`config.mk`:
```
export PLATFORM = sky130hd
export DESIGN_NAME = dcr_regs
export DESIGN_NICKNAME = d
export VERILOG_FILES = /design/src/design/dcr_pkg.sv /design/src/design/dcr_regs.sv
export SDC_FILE = /design/constraint.sdc
export NUM_CORES = 1
export LEC_CHECK = 0
export ABC_AREA = 1
export ABC_CLOCK_PERIOD_IN_PS = 1500
export BUFFER_PORTS_ARGS = -buffer_cell sky130_fd_sc_hd__buf_2
export CORE_MARGIN = 2
export CORE_UTILIZATION = 50
export DETAILED_ROUTE_END_ITERATION = 6
export PLACE_DENSITY = 0.92
export SLEW_MARGIN = 20
export SYNTH_ARGS = -nofsm -noshare
export SYNTH_HDL_FRONTEND = slang
export SYNTH_SLANG_ARGS = --single-unit
```
`constraint.sdc`:
```
create_clock -name hclk -period 1.5 [get_ports hclk]
set_input_delay 0.075 -clock hclk [delete_from_list [all_inputs] [get_ports hclk]]
set_output_delay 0.075 -clock hclk [all_outputs]
set_load 0.01 [all_outputs]
```
`src/design/dcr_pkg.sv`:
```
package dcr_pkg;

   // ------------------------------------------------------------
   // Register indices (byte address is four times the index)
   // ------------------------------------------------------------
   localparam logic [7:0] IDX_NUM_A_HIGH   = 8'h2f;
   localparam logic [7:0] IDX_NUM_A_LOW    = 8'h30;
   localparam logic [7:0] IDX_NUM_B_HIGH   = 8'h31;
   localparam logic [7:0] IDX_NUM_B_LOW    = 8'h32;
   localparam logic [7:0] IDX_DEN_HIGH     = 8'h33;
   localparam logic [7:0] IDX_DEN_LOW      = 8'h34;
   localparam logic [7:0] IDX_SPATIAL_HIGH = 8'h35;
   localparam logic [7:0] IDX_SPATIAL_LOW  = 8'h36;
   localparam logic [7:0] IDX_RSVD_FIRST   = 8'h37;
   localparam logic [7:0] IDX_RSVD_LAST    = 8'h40;

   // ------------------------------------------------------------
   // Storage slots and field layout
   // ------------------------------------------------------------
   localparam int unsigned NUM_SLOTS  = 8;
   localparam int unsigned BYTE_W     = 8;
   localparam int unsigned IDX_LSB    = 2;
   localparam int unsigned IDX_MSB    = 9;
   localparam logic [2:0]  SLOT_NUM_A_HIGH   = 3'h0;
   localparam logic [2:0]  SLOT_NUM_A_LOW    = 3'h1;
   localparam logic [2:0]  SLOT_NUM_B_HIGH   = 3'h2;
   localparam logic [2:0]  SLOT_NUM_B_LOW    = 3'h3;
   localparam logic [2:0]  SLOT_DEN_HIGH     = 3'h4;
   localparam logic [2:0]  SLOT_DEN_LOW      = 3'h5;
   localparam logic [2:0]  SLOT_SPATIAL_HIGH = 3'h6;
   localparam logic [2:0]  SLOT_SPATIAL_LOW  = 3'h7;

   // ------------------------------------------------------------
   // Reset values
   // ------------------------------------------------------------
   localparam logic [7:0] RST_NUM_A_HIGH   = 8'h39;
   localparam logic [7:0] RST_NUM_A_LOW    = 8'h55;
   localparam logic [7:0] RST_NUM_B_HIGH   = 8'hf3;
   localparam logic [7:0] RST_NUM_B_LOW    = 8'h2d;
   localparam logic [7:0] RST_DEN_HIGH     = 8'h53;
   localparam logic [7:0] RST_DEN_LOW      = 8'h7e;
   localparam logic [7:0] RST_SPATIAL_HIGH = 8'h7f;
   localparam logic [7:0] RST_SPATIAL_LOW  = 8'hff;
   localparam logic [7:0] RSVD_VALUE       = 8'h00;
   localparam logic [31:0] RDATA_RST       = 32'h0000_0000;

   localparam logic [7:0][7:0] RST_BANK = {RST_SPATIAL_LOW, RST_SPATIAL_HIGH,
                                           RST_DEN_LOW,     RST_DEN_HIGH,
                                           RST_NUM_B_LOW,   RST_NUM_B_HIGH,
                                           RST_NUM_A_LOW,   RST_NUM_A_HIGH};

   // ------------------------------------------------------------
   // Bus encodings
   // ------------------------------------------------------------
   localparam logic [1:0] HTRANS_NONSEQ = 2'h2;
   localparam logic       HRESP_OKAY    = 1'h0;

   // ------------------------------------------------------------
   // Types
   // ------------------------------------------------------------
   typedef struct packed {
      logic signed [15:0] first_numerator_coef;
      logic signed [15:0] second_numerator_coef;
      logic signed [15:0] denominator_coef;
      logic signed [15:0] spatial_atten;
   } dcr_coefs_s;

   typedef struct packed {
      logic [7:0][7:0] bank;
      logic            wr_pend;
      logic [2:0]      wr_slot;
      logic [31:0]     rdata;
   } dcr_state_s;

endpackage : dcr_pkg

```
`src/design/dcr_regs.sv`:
```
// Contract
// - Each coefficient is two 8-bit registers whose concatenation is a signed 16-bit value.
// - The first numerator coefficient resets to high 0x39, low 0x55, both read/write.
// - The second numerator coefficient resets to high 0xf3, low 0x2d, both read/write.
// - The denominator coefficient resets to high 0x53, low 0x7e, both read/write.
// - The spatial attenuation coefficient resets to high 0x7f, low 0xff, both read/write.
// - Locations 0x37 to 0x40 read as zero, ignore writes, and software never writes them.
//
// Design decision made here: register access over AHB-Lite.
module dcr_regs
(
   input  wire logic                hclk,
   input  wire logic                hresetn,
   input  wire logic                hsel,
   input  wire logic [31:0]         haddr,
   input  wire logic [1:0]          htrans,
   input  wire logic                hwrite,
   input  wire logic [2:0]          hsize,
   input  wire logic [31:0]         hwdata,
   input  wire logic                hready,
   output logic                     hreadyout,
   output logic                     hresp,
   output logic [31:0]              hrdata,
   output dcr_pkg::dcr_coefs_s      coefs
);

   // ------------------------------------------------------------
   // State
   // ------------------------------------------------------------
   dcr_pkg::dcr_state_s s_r;
   dcr_pkg::dcr_state_s s_nxt;
   logic                take;
   logic                map_hit;
   logic [2:0]          map_slot;
   logic [7:0]          rd_byte;

   // ------------------------------------------------------------
   // Helpers
   // ------------------------------------------------------------
   // Returns {hit, slot}; misaligned or out-of-bank words miss
   function automatic logic [3:0] decode(input logic [31:0] a);
      logic [7:0] idx;
      logic       hit;
      idx = a[dcr_pkg::IDX_MSB:dcr_pkg::IDX_LSB];
      hit = (a[31:10] == 22'h00_0000) && (a[1:0] == 2'h0)
            && (idx >= dcr_pkg::IDX_NUM_A_HIGH) && (idx <= dcr_pkg::IDX_SPATIAL_LOW);
      return {hit, 3'(idx - dcr_pkg::IDX_NUM_A_HIGH)};
   endfunction : decode

   function automatic logic signed [15:0] join_coef(input logic [7:0] hi,
                                                    input logic [7:0] lo);
      return {hi, lo};
   endfunction : join_coef

   // ------------------------------------------------------------
   // Next state
   // ------------------------------------------------------------
   assign take     = hsel && hready && (htrans == dcr_pkg::HTRANS_NONSEQ || htrans[1]);
   assign map_hit  = decode(haddr)[3];
   assign map_slot = decode(haddr)[2:0];

   always_comb
   begin
      s_nxt = s_r;
      // Forward a write committing now so a back-to-back read sees it
      if (!map_hit)
      begin
         rd_byte = dcr_pkg::RSVD_VALUE;
      end
      else if (s_r.wr_pend && s_r.wr_slot == map_slot)
      begin
         rd_byte = hwdata[7:0];
      end
      else
      begin
         rd_byte = s_r.bank[map_slot];
      end
      // Data phase of a write: only this byte changes
      if (s_r.wr_pend)
      begin
         s_nxt.bank[s_r.wr_slot] = hwdata[7:0];
      end
      s_nxt.wr_pend = 1'b0;
      if (take)
      begin
         if (hwrite)
         begin
            // Reserved and unmapped words drop the write
            s_nxt.wr_pend = map_hit;
            s_nxt.wr_slot = map_slot;
         end
         else
         begin
            s_nxt.rdata = {24'h00_0000, rd_byte};
         end
      end
   end

   always_ff @(posedge hclk or negedge hresetn)
   begin
      if (!hresetn)
      begin
         s_r.bank    <= dcr_pkg::RST_BANK;
         s_r.wr_pend <= 1'b0;
         s_r.wr_slot <= 3'h0;
         s_r.rdata   <= dcr_pkg::RDATA_RST;
      end
      else
      begin
         s_r <= s_nxt;
      end
   end

   // ------------------------------------------------------------
   // Outputs
   // ------------------------------------------------------------
   // Zero wait states, so no stall is ever needed
   assign hreadyout = 1'b1;
   assign hresp     = dcr_pkg::HRESP_OKAY;
   assign hrdata    = s_r.rdata;

   always_comb
   begin
      coefs.first_numerator_coef  = join_coef(s_r.bank[dcr_pkg::SLOT_NUM_A_HIGH],
                                              s_r.bank[dcr_pkg::SLOT_NUM_A_LOW]);
      coefs.second_numerator_coef = join_coef(s_r.bank[dcr_pkg::SLOT_NUM_B_HIGH],
                                              s_r.bank[dcr_pkg::SLOT_NUM_B_LOW]);
      coefs.denominator_coef      = join_coef(s_r.bank[dcr_pkg::SLOT_DEN_HIGH],
                                              s_r.bank[dcr_pkg::SLOT_DEN_LOW]);
      coefs.spatial_atten         = join_coef(s_r.bank[dcr_pkg::SLOT_SPATIAL_HIGH],
                                              s_r.bank[dcr_pkg::SLOT_SPATIAL_LOW]);
   end

   // Marks the first clock edge after reset release
   logic first_r;
   always_ff @(posedge hclk or negedge hresetn)
   begin
      if (!hresetn)
      begin
         first_r <= 1'b1;
      end
      else
      begin
         first_r <= 1'b0;
      end
   end
endmodule : dcr_regs

```
# Word level (Yosys, flattened, before mapping)
# Index checks and enable logic that the tools add are counted.
[totals]
input_bits = 74
word_cells = 42
ramBits = 0
memories = 0
latchBits = 0
mem_bits_ro = 0
reg_bits = 76
[op_classes]
div = 0
shift = 0
reduce_logical = 12
muxes = 10
bitwise = 1
order_cmp = 5
multipliers = 0
add_sub_neg = 1
eq_ne = 2
[ops]
columns = ["operator", "count"]
rows = [
  ["64-bit bitwise mux", 1],
  ["8-bit 2-to-1 mux", 5],
  ["36-bit 2-to-1 mux", 1],
  ["8-bit binary-select mux with 3-bit select", 1],
  ["8-bit demux with 3-bit select", 1],
  ["22-bit zero test", 1],
  ["8-bit by 6-bit >= comparator with 1-bit output, second input constant", 1],
  ["8-bit by 6-bit <= comparator with 1-bit output, second input constant", 1],
  ["3-bit by 4-bit less-than comparator with 1-bit output, second input constant", 2],
  ["1-bit logical AND", 7],
  ["4-bit 2-to-1 mux", 1],
  ["2-bit AND reduction", 2],
  ["3-bit equality test", 1],
  ["3-bit by 1-bit >= comparator with 1-bit output, second input constant", 1],
  ["3-bit subtractor, second input constant", 1],
  ["2-bit equality test, second input constant", 1],
  ["2-bit zero test", 1],
  ["1-bit logical OR", 1],
  ["1-bit NOT", 1],
]

# Depth between registers and ports, before layout
# Gate-level depths: netlist (run 1).
[logic_depth]
ltp_word = 7
mapped_depth = 14

# Worst setup path after synthesis (run 1)
# Ideal clock, no wire load.
[synth_path]
kind = "input -> register"
from = "input haddr[2]"
to = "register s_r (netlist bit hrdata[6])"
arrival_time_ns = 1.464
path_stages = 14
setup_slack_ns = -0.081
setup_ns = 0.117
required_ns = 1.383
path_cell_list = "buf_4 -> inv_4 -> buf_4 -> ha_1 -> buf_4 -> inv_4 -> nand2_1 -> nand2_2 -> nor2_8 -> nand2_4 -> nand2_1 -> o21ai_1 -> nand2_1 -> nand2_1"
[synth_via]
elab_chain_len = 5
[synth_lines]
columns = ["element", "line", "text"]
rows = [
  ["start, declared", "dcr_regs.sv:15", "input wire logic [31:0] haddr,"],
  ["3-bit subtractor *", "dcr_regs.sv:47", "return {hit, 3'(idx - dcr_pkg::IDX_NUM_A_HIGH)};"],
  ["net map_slot[0]", "dcr_regs.sv:34", "logic [2:0] map_slot;"],
  ["8-bit binary-select mux with 3-bit select / 3-bit equality test (equally long branches)", "dcr_regs.sv:76, dcr_regs.sv:70", ""],
  ["8-bit 2-to-1 mux (implied by the code) / 1-bit logical AND (equally long branches)", "dcr_regs.sv:76, dcr_regs.sv:70", ""],
  ["8-bit 2-to-1 mux *", "dcr_regs.sv:70", "else if (s_r.wr_pend && s_r.wr_slot == map_slot)"],
  ["8-bit 2-to-1 mux *", "dcr_regs.sv:66", "if (!map_hit)"],
  ["end signal, assigned", "dcr_regs.sv:110", "s_r <= s_nxt;"],
  ["end, declared", "dcr_regs.sv:30", "dcr_pkg::dcr_state_s s_r;"],
]
# Mark *: on every way through the listed nets, which the timed path passes. The rest lies on a longest branch. The select of a mux whose other input is x is not followed.
# A chain may end at the register's enable or synchronous reset.

# Worst setup path in the final report (run 1)
[layout_path]
from = "register s_r[34] (netlist name)"
to = "register s_r (netlist bit coefs[19])"
[layout_via]
elab_chain_len = 5
[layout_lines]
columns = ["element", "line", "text"]
rows = [
  ["3-bit by 4-bit less-than comparator with 1-bit output (implied by the code) / 3-bit by 1-bit >= comparator with 1-bit output (equally long branches)", "dcr_regs.sv:81", "s_nxt.bank[s_r.wr_slot] = hwdata[7:0];"],
  ["1-bit logical AND (implied by the code)", "dcr_regs.sv:81", ""],
  ["8-bit 2-to-1 mux (implied by the code)", "dcr_regs.sv:81", ""],
  ["8-bit demux with 3-bit select *", "dcr_regs.sv:81", ""],
  ["64-bit bitwise mux *", "dcr_regs.sv:81", ""],
]
# Mark *: on every way between the ends. The rest lies on a longest branch, timed or not.

==> results of run 1 <==
-- metrics by stage --
| step | std cells | setup WS, ns | cell area [µm²] | setup TNS, ns | util |
|---|---|---|---|---|---|
| finish | 758 | 0.0962 | 4980 | 0 | 0.566 |
| CTS | 758 | 0.0838 | 4980 | 0 | 0.566 |
| global placement | 740 | 0.105 | 4690 | 0 | 0.533 |
| global route | 758 | -0.0270 | 4980 | -0.0308 | 0.566 |
| floorplan | 617 | 0.0133 | 4700 | 0 | - |
| detailed placement | 740 | 0.0741 | 4690 | 0 | 0.533 |
-- report_power, final --
| part | leakage [µW] | total [µW] | switching, µW | internal, µW |
|---|---|---|---|---|
| registers | 0.000798 | 2100 | 29.0 | 2070 |
| logic | 0.00174 | 571 | 392 | 178 |
| clock network | 0.000137 | 2110 | 784 | 1320 |
| total | 0.00268 | 4780 | 1210 | 3570 |
-- state kept, by name, summed over array words and instances, names as in the netlist --
signal	count
coefs	64
s_r	4
hrdata	8
-- timing repair --
action,CTS,global route
endpoints found under the hold margin,14,0
buffers inserted,0,0
endpoints found under the setup margin,0,4
hold buffers,2,0
resized for setup,0,1
-- cells in the mapped netlist --
master and n:
sky130_fd_sc_hd__nand2_1 173, sky130_fd_sc_hd__buf_4 103, sky130_fd_sc_hd__nand3_1 68, sky130_fd_sc_hd__o21ai_0 59, sky130_fd_sc_hd__nor2_1 45, sky130_fd_sc_hd__dfstp_2 43, sky130_fd_sc_hd__dfrtp_1 33, sky130_fd_sc_hd__inv_1 17
sky130_fd_sc_hd__buf_2 11, sky130_fd_sc_hd__a21oi_1 8, sky130_fd_sc_hd__nand4_1 7, sky130_fd_sc_hd__inv_2 3, sky130_fd_sc_hd__conb_1 2, sky130_fd_sc_hd__ha_1 2, sky130_fd_sc_hd__inv_4 2, sky130_fd_sc_hd__nand2_2 2
sky130_fd_sc_hd__nand2_4 2, sky130_fd_sc_hd__nor2_2 2, sky130_fd_sc_hd__buf_6 1, sky130_fd_sc_hd__clkbuf_1 1, sky130_fd_sc_hd__clkinv_1 1, sky130_fd_sc_hd__nand3_2 1, sky130_fd_sc_hd__nand3b_1 1, sky130_fd_sc_hd__nor2_4 1
sky130_fd_sc_hd__nor2_8 1, sky130_fd_sc_hd__nor3_4 1, sky130_fd_sc_hd__nor4_1 1, sky130_fd_sc_hd__o21ai_1 1, sky130_fd_sc_hd__o21bai_1 1
-- kinds of logic (layout without fill, tap and decap cells) --
| family | count (synthesis) | count (layout) | share of synthesized area |
|---|---|---|---|
| AOI/OAI and AO/OA | 69 | 69 | 0.0757 |
| adders and majority gates | 2 | 2 | 0.00545 |
| buffers and inverters | 139 | 172 | 0.204 |
| DFF | 76 | 76 | 0.426 |
| other | 2 | 26 | 0.00164 |
| and+or+nand+nor | 305 | 305 | 0.288 |
-- area by class of cell --
cell class | instances | area (µm²) | area share
clock inverter | 6 | 134 | 0.0269
clock buffer | 10 | 138 | 0.0276
sequential | 76 | 1960 | 0.393
tap | 108 | 135 | 0.0271
timing repair buffer | 133 | 723 | 0.145
multi-input combinational | 402 | 1800 | 0.362
inverter | 23 | 91.3 | 0.0183
-- worst register-to-register path, delay by kind of cell (launching register included) --
family / cells / cell delay (ns)
AND/OR/NAND/NOR: 2 / 0.42
flip-flops: 1 / 0.47
buffers and inverters: 1 / 0.11
AO/OA/AOI/OAI: 1 / 0.32
-- final timing paths --
check	from	endpoint	slack, ns	cells past startpoint
min reg2reg	hrdata[4]	hrdata[4]	0.48	2
max	s_r[34]	coefs[19]	0.1	4
max in group asynchronous	hresetn	coefs[6]	0.70	3
max reg2reg	s_r[34]	coefs[19]	0.1	4
min in group asynchronous	hresetn	coefs[15]	0.19	2
min	haddr[6]	s_r[35]	0.09	4
-- layer usage --
metal	GRT usage	vias up	part of all wire
met5	0	-	0
li1	-	1898	-
met2	0.377	282	0.46
met1	0.306	1825	0.40
met4	0.137	0	0.042
met3	0.0522	40	0.097
==> flow_summary.yaml, run 1 <==
clock_tree:
  clock_tree.root_cell: "sky130_fd_sc_hd__clkbuf_8"
  cts-htree-levels: 3
  clock_insertion_delay_worst_skew_ns: 0.36
  tritoncts: "built"
  cts_num_sinks: 76
  tritoncts.num_buffers: 9
  clkTransAtPathRegs_ns: 0.08
  maximum_buffer_depth_of_the_clock_tree: 2
die:
  die_footprint_um2: 9970
  dieWidth_um: 99.8
  core_area_um2: 8810
  io_pins: 172
  initial_cell_density_of_the_core: 0.521
  dieHeight_um: 99.8
  placement_rows: 34
sta:
  final.setup_skew_ns: 0.00462
  hold_slack_ns: 0.0943
  timing.final.crit_period_ns: 1.40
  unrepaired_setup_endpoints_after_global_routing: "true"
  final_max_slew_viol_count: 0
  hold_viol: 0
  finalSetupViolCount: 0
  period_share: 0.936
  clock.fmax_mhz: 712
power:
  powerDensity_nw_per_um2: 959
  total_power_uw: 4780
  leakagePower_uw: 0.00268
  max-vdd-ir-drop_mv: 0.490
drt:
  routed_wl_um: 11800
  route.detailed.drc: 0
  routed_wire_length_per_instance_um: 15.5
  detail_route.iter0.violations: 451
  drtPass1Iterations: 5
  vias_per_cell: 5.34
  detail-route-antenna-nets: 0
  vias: 4045
layout:
  mostFrequentLayoutCell: "sky130_fd_sc_hd__nand2_1"
  area_delta_synth_final_pct: 8.47
  layout_common_cells: "sky130_fd_sc_hd__nand2_1 (173), sky130_fd_sc_hd__buf_2 (117), sky130_fd_sc_hd__nand3_1 (68)"
  fill_cells: 773
  final_nets: 721
  total_inserted_antenna_cells: 0
  final_layout_size_suffix_gt1_frac: 0.317
logic_synthesis:
  synth.yosys.warnings: 0
  synth_area_per_cell_um2: 7.74
  synth.largest_area_cell: "sky130_fd_sc_hd__dfstp_2"
  post_syn_area_um2: 4590
  synth_seq_area_share: 0.426
  ff_latch_count_synth: 76
  syn_inst: 593
  yosysUniqueCellTypes: 29
  synthTopCellsByArea: "sky130_fd_sc_hd__dfstp_2 (25%), sky130_fd_sc_hd__dfrtp_1 (18%), sky130_fd_sc_hd__buf_4 (17%), sky130_fd_sc_hd__nand2_1 (14%), sky130_fd_sc_hd__nand3_1 (7.4%)"
  yosysTopAreaCellShare: 0.246
placed_design:
  io_buffers: 117
  post-dp-hpwl_um: 8820
  place.gp.congestion: 1.03
setup_path:
  critPathKind: "flop to flop"
  critical_path_arrival_ns: 1.67
  setup.worst_path.end_class: "flop"
  crit_fanout: 16
  cp_slowest_cell: "sky130_fd_sc_hd__dfrtp_1"
  critPathBufInv: 1
  family_of_cells_with_the_greatest_summed_delay_on_the_critical_path: "flip-flops"
  critPathMaxStageDelay_ns: 0.47
  critPathRequiredTime_ns: 1.77
  worst_setup_path_start_kind: "flop"
  crit_path_cell_trace: "inv_2 > nor2_1 > nand2_1 > o21ai_0"
grt:
  grt.total_usage: 0.239
  grt_antenna_before_repair: 0
  grt_pass1_wl_um: 18500
  maximum_number_of_pins_on_one_net_before_global_route_repair: 28
  gr-total-overflow: 0
  first_global_vias: 3831
flow_run:
  maxCapViolations: 0
status:
  outcome: "finished clean"
worst_hold_path:
  timing.hold.worst.class: "input pin to flop"
No activity file was read; power rests on OpenSTA's default activity.
==> inputs of run 2 (changes only) <==
Settings changed: ABC_AREA 1 to not set, HOLD_SLACK_MARGIN set to 0.05.
==> flow_summary.yaml, run 2 <==
layout:
  fill_cells: 691
  layout_common_cells: "sky130_fd_sc_hd__buf_2 (117), sky130_fd_sc_hd__buf_4 (59), sky130_fd_sc_hd__dfstp_2 (43)"
  finalNonFillerCells: 621
  largest_reg_flops: 64
  mostFrequentLayoutCell: "sky130_fd_sc_hd__buf_2"
  total_inserted_antenna_cells: 0
  final_layout_size_suffix_gt1_frac: 0.700
  finalInstanceArea_um2: 5780
  area_delta_synth_final_pct: 22.8
  final_nets: 581
logic_synthesis:
  synth.yosys.warnings: 0
  synthFlopType: "sky130_fd_sc_hd__dfstp_2"
  yosys.cell_count.top_type: "sky130_fd_sc_hd__buf_4"
  post_syn_area_um2: 4700
  ff_latch_count_synth: 76
  synth.largest_area_cell: "sky130_fd_sc_hd__dfstp_2"
  synth_seq_area_share: 0.416
  async_reset_ff_frac: 1.00
  yosysUniqueCellTypes: 42
  synth_common_cells: "sky130_fd_sc_hd__buf_4 (101), sky130_fd_sc_hd__mux2_2 (64), sky130_fd_sc_hd__dfstp_2 (43)"
  syn_inst: 391
  number_of_enable_type_register_cells_in_the_synthesized_netlist: 0
  yosysTopAreaCellShare: 0.240
  synthTopCellsByArea: "sky130_fd_sc_hd__dfstp_2 (24%), sky130_fd_sc_hd__dfrtp_1 (18%), sky130_fd_sc_hd__buf_4 (16%), sky130_fd_sc_hd__mux2_2 (15%), sky130_fd_sc_hd__mux4_2 (6.2%)"
  synth_area_per_cell_um2: 12.0
sta:
  hold_slack_ns: 0.0625
  finalSetupViolCount: 27
  unrepaired_setup_endpoints_after_global_routing: "true"
  clock.fmax_mhz: 604
  timing.final.crit_period_ns: 1.66
  relSlewSlack: 0.613
  period_share: 1.10
  hold_viol: 0
  tightest_slew_ns: 0.581
  post-route-worst-setup-slack_ns: -0.155
  final_max_slew_viol_count: 0
  final.setup_skew_ns: 0.00960
status:
  outcome: "finished with violations"
  violations_in_the_final_reports: "setup timing"
drt:
  detail-route-antenna-nets: 0
  routed_wire_length_per_instance_um: 20.5
  routed_wl_um: 12700
  maxUsedRoutingLayer: "met4"
  vias: 3577
  detail_route.iter0.violations: 302
  drtPass1Iterations: 7
  route.detailed.drc: 0
  post_route_met1_wirelength_um: 4840
  vias_per_cell: 5.76
  detailroute.wirelength.met2_um: 6400
  detailroute.wirelength.met3_um: 970
power:
  max-vdd-ir-drop_mv: 0.698
  clkPwrFrac: 0.356
  powerDensity_nw_per_um2: 868
  power.combinational.fraction: 0.207
  power.share.sequential: 0.437
  leakagePower_uw: 0.00278
  switch_pwr_uw: 1410
  sw_frac_of_total: 0.282
  p_int_uw: 3600
clock_tree:
  maximum_buffer_depth_of_the_clock_tree: 2
  tritoncts.num_buffers: 9
  clock_insertion_delay_worst_skew_ns: 0.37
  cts_num_sinks: 76
  clock_tree.root_cell: "sky130_fd_sc_hd__clkbuf_8"
  tritoncts: "built"
  clkTransAtPathRegs_ns: 0.08
  cts-htree-levels: 3
grt:
  gr-total-overflow: 0
  first_global_vias: 3600
  grt.total_usage: 0.254
  maximum_number_of_pins_on_one_net_before_global_route_repair: 30
  grt_antenna_before_repair: 0
  grt_pass1_wl_um: 19300
placed_design:
  place_ws_ns: -0.457
  placement.cell_area_um2: 5370
  post-dp-hpwl_um: 9130
  dp_cells: 599
  place.gp.congestion: 0.983
  io_buffers: 117
die:
  dieWidth_um: 101
  initial_cell_density_of_the_core: 0.512
  die_footprint_um2: 10200
  placement_rows: 35
  core_area_um2: 9200
  io_pins: 172
  dieHeight_um: 101
flow_run:
  maxCapViolations: 0
setup_path:
  critical_path_arrival_ns: 1.92
  critPathRequiredTime_ns: 1.76
  crit_fanout: 2
  cp_slowest_cell: "sky130_fd_sc_hd__mux4_2"
  critPathMaxStageDelay_ns: 0.48
  setup.worst_path.end_class: "flop"
  r2r_setup_slack_ns: -0.16
  family_of_cells_with_the_greatest_summed_delay_on_the_critical_path: "compound AO/OA/AOI/OAI gates"
  cp.depth: 5
  crit_path_cell_trace: "mux4_2 > and2_4 > a211oi_2 > a31oi_1 > a32o_1"
  critPathKind: "flop to flop"
  r2r.worst_path.cells: 5
  worst_setup_path_start_kind: "flop"
  critPathBufInv: 0
worst_hold_path:
  timing.hold.worst.class: "input pin to flop"
  holdPathStages: 4
-- run 2: changes by cell type in the layout (fill, tap and decap cells not counted), moves of 9 or more --
cell / delta
sky130_fd_sc_hd__a31oi_1: +9
sky130_fd_sc_hd__buf_4: +46
sky130_fd_sc_hd__inv_1: -16
sky130_fd_sc_hd__mux2_2: +39
sky130_fd_sc_hd__mux2_4: +25
sky130_fd_sc_hd__mux4_2: +14
sky130_fd_sc_hd__nand2_1: -148
sky130_fd_sc_hd__nand3_1: -67
sky130_fd_sc_hd__nand4b_1: +11
sky130_fd_sc_hd__nor2_1: -35
sky130_fd_sc_hd__o21ai_0: -53
-- run 2: path summary, 6_finish.rpt --
check	start	to
setup / recovery	coefs[26]	hrdata[2]
hold / removal	haddr[25]	s_r[35]
setup reg to reg	coefs[26]	hrdata[2]
hold reg to reg	hrdata[4]	hrdata[4]
max in group asynchronous	hresetn	coefs[59]
min in group asynchronous	hresetn	coefs[27]
-- run 2: layer usage --
metal	GRT usage	vias up
met1	0.300	1769
li1	-	1525
met5	0	-
met3	0.0472	47
met2	0.441	236
met4	0.134	0
-- run 2: metrics by stage --
| stage | total power, µW | TNS [ns] | utilization |
|---|---|---|---|
| final | 5010 | -1.51 | 0.628 |
| after global routing | 5170 | -2.96 | 0.628 |
| after CTS | 4990 | -1.01 | 0.621 |
| after detailed placement | 3170 | -4.06 | 0.584 |
| after global placement | 3120 | -2.86 | 0.584 |
| after floorplan | 2870 | -2.19 | - |
-- run 2: logic make-up after synthesis --
kind of cell	after synthesis	share of synthesized area
XOR/XNOR	5	0.00931
AND/OR/NAND/NOR	77	0.0989
buffers and inverters	114	0.177
flip-flops	76	0.416
adder cells (fa/ha/maj)	2	0.00532
other	2	0.00160
multiplexers	81	0.231
AO/OA/AOI/OAI	34	0.0617
-- run 2: cell type report --
class                   instances  area [µm²]  area share
clock buffers                  10         138      0.0238
clock inverters                 6        86.3      0.0149
inverters                       2        12.5     0.00217
repair buffers                191        1260       0.218
well taps                     111         139      0.0240
flip-flops and latches         76        1960       0.339
multi-input cells             225        2180       0.378
-- run 2: power by group through the flow --
stage	Clock [µW]	Sequential, µW	Combinational, µW
finish	1790	2190	1030
global route	1880	2200	1100
CTS	1790	2190	1000
detailed placement	0	2220	957
global placement	0	2210	909
floorplan	0	2200	674
-- run 2: tightest hold or removal path, cell delays in order --
cell,delay (ns)
sky130_fd_sc_hd__buf_2,0.07
sky130_fd_sc_hd__nor4_1,0.04
sky130_fd_sc_hd__nand3_1,0.13
sky130_fd_sc_hd__nor4_1,0.08
-- run 2: what timing repair did --
item	CTS	global route
pin swaps	18	9
endpoints found under the hold margin	5	0
hold buffers	1	0
gates resized for setup	26	14
setup buffers	3	2
endpoints found under the setup margin	31	39
==> inputs of run 3 (changes only) <==
Settings changed: PLACE_DENSITY 0.92 to 0.81.
==> flow_summary.yaml, run 3 (same netlist as run 2, synthesis figures left out) <==
placed_design:
  placement.cell_area_um2: 5340
  place_ws_ns: -0.367
  post-dp-hpwl_um: 8510
  place.gp.congestion: 0.855
  io_buffers: 117
drt:
  detail-route-antenna-nets: 0
  drtPass1Iterations: 4
  detail_route.iter0.violations: 170
  route.detailed.drc: 0
  vias: 3437
  routed_wl_um: 12100
  routed_wire_length_per_instance_um: 19.5
  vias_per_cell: 5.52
grt:
  grt_pass1_wl_um: 18600
  grt_antenna_before_repair: 0
  grt.total_usage: 0.243
  gr-total-overflow: 0
  first_global_vias: 3557
  maximum_number_of_pins_on_one_net_before_global_route_repair: 77
worst_hold_path:
  holdCritStartpoint: "haddr[29]"
  timing.hold.worst.class: "input pin to flop"
  holdPathStages: 4
  hold-path-endpoint: "s_r[35]"
layout:
  mostFrequentLayoutCell: "sky130_fd_sc_hd__buf_2"
  final_nets: 583
  largest_reg_flops: 64
  area_delta_synth_final_pct: 25.2
  fill_cells: 715
  total_inserted_antenna_cells: 0
  layout_common_cells: "sky130_fd_sc_hd__buf_2 (117), sky130_fd_sc_hd__buf_4 (56), sky130_fd_sc_hd__dfstp_2 (43)"
  finalInstanceArea_um2: 5890
  final_layout_size_suffix_gt1_frac: 0.703
setup_path:
  critical_path.reg2reg.endpoint: "coefs[42]"
  crit_fanout: 3
  critical_path_arrival_ns: 1.84
  r2r_setup_slack_ns: -0.08
  critPathKind: "flop to flop"
  setup.worst_path.end_class: "flop"
  critPathRequiredTime_ns: 1.75
  worst_setup_path_start_kind: "flop"
  reg2reg_from: "s_r[32]"
  r2r.worst_path.cells: 5
die:
  dieHeight_um: 101
  core_area_um2: 9200
  io_pins: 172
  placement_rows: 35
  dieWidth_um: 101
  die_footprint_um2: 10200
  initial_cell_density_of_the_core: 0.512
sta:
  hold_viol: 0
  final_max_slew_viol_count: 0
  post-route-worst-setup-slack_ns: -0.0845
  period_share: 1.06
  timing.final.crit_period_ns: 1.58
  clock.fmax_mhz: 631
  finalSetupViolCount: 31
  unrepaired_setup_endpoints_after_global_routing: "true"
  final.setup_skew_ns: 0.00963
power:
  total_power_uw: 5130
  powerDensity_nw_per_um2: 871
  max-vdd-ir-drop_mv: 0.690
  leakagePower_uw: 0.00285
clock_tree:
  clock_tree.root_cell: "sky130_fd_sc_hd__clkbuf_8"
  clkTransAtPathRegs_ns: 0.09
  cts_num_sinks: 76
  cts-htree-levels: 3
  tritoncts.num_buffers: 9
  tritoncts: "built"
  maximum_buffer_depth_of_the_clock_tree: 2
  clock_insertion_delay_worst_skew_ns: 0.36
flow_run:
  maxCapViolations: 0
status:
  outcome: "finished with violations"
  violations_in_the_final_reports: "setup timing"
==> run 3: worst max-delay path, cell delays in order (launching register included) <==
cell and delay, ns:
sky130_fd_sc_hd__dfrtp_1 0.43, sky130_fd_sc_hd__buf_6 0.14, sky130_fd_sc_hd__nand2b_4 0.17, sky130_fd_sc_hd__nor3b_4 0.28
sky130_fd_sc_hd__buf_6 0.17, sky130_fd_sc_hd__mux2_4 0.30
==> run 3: worst max-delay path by stage <==
stage,startpoint,end,slack [ns]
3_3_place_gp,haddr[2],hrdata[6],-0.32
2_1_floorplan,haddr[2],hrdata[6],-0.29
4_1_cts,coefs[26],hrdata[2],-0.09
3_5_place_dp,haddr[2],hrdata[6],-0.37
5_1_grt,s_r[32],hrdata[5],-0.16
6_report,s_r[32],coefs[42],-0.08
==> run 3: final cells by class <==
| type | instances | area, µm² | share of cell area |
|---|---|---|---|
| sequential | 76 | 1960 | 0.332 |
| inverter | 2 | 12.5 | 0.00212 |
| multi-input combinational | 227 | 2290 | 0.389 |
| timing repair buffer | 191 | 1250 | 0.212 |
| clock buffer | 9 | 124 | 0.0210 |
| clock inverter | 7 | 115 | 0.0195 |
| tap | 111 | 139 | 0.0236 |
==> run 3: metal layers <==
| metal | vias to the layer above | global-route usage | wire [µm] |
|---|---|---|---|
| met2 | 170 | 0.430 | 6350 |
| met4 | 0 | 0.0956 | 210 |
| li1 | 1528 | - | - |
| met5 | - | 0 | 0 |
| met1 | 1721 | 0.291 | 4720 |
| met3 | 18 | 0.0492 | 837 |
==> run 3: report_power, final <==
part / switching [µW] / total (µW) / internal, µW
Sequential: 59.0 / 2200 / 2140
Combinational: 549 / 1050 / 502
Clock: 783 / 1880 / 1100
==> run 3: repair_timing <==
action                                  in CTS  in global routing
cloned                                       2                  1
endpoints found under the setup margin      36                 47
hold buffers                                 1                  0
gates resized for setup                     38                 28
setup buffers                                2                  3
pin swaps                                   18                 12
hold endpoints to repair                    40                  0
==> run 3: stage by stage <==
step / hold slack (ns) / TNS, ns / instances / utilization
floorplan: -0.221 / -2.19 / 415 / -
global placement: 0.131 / -2.74 / 599 / 0.581
detailed placement: 0.139 / -3.44 / 599 / 0.581
CTS: 0.0632 / -1.23 / 619 / 0.626
global route: 0.0956 / -3.24 / 623 / 0.640
finish: 0.0719 / -1.39 / 623 / 0.640
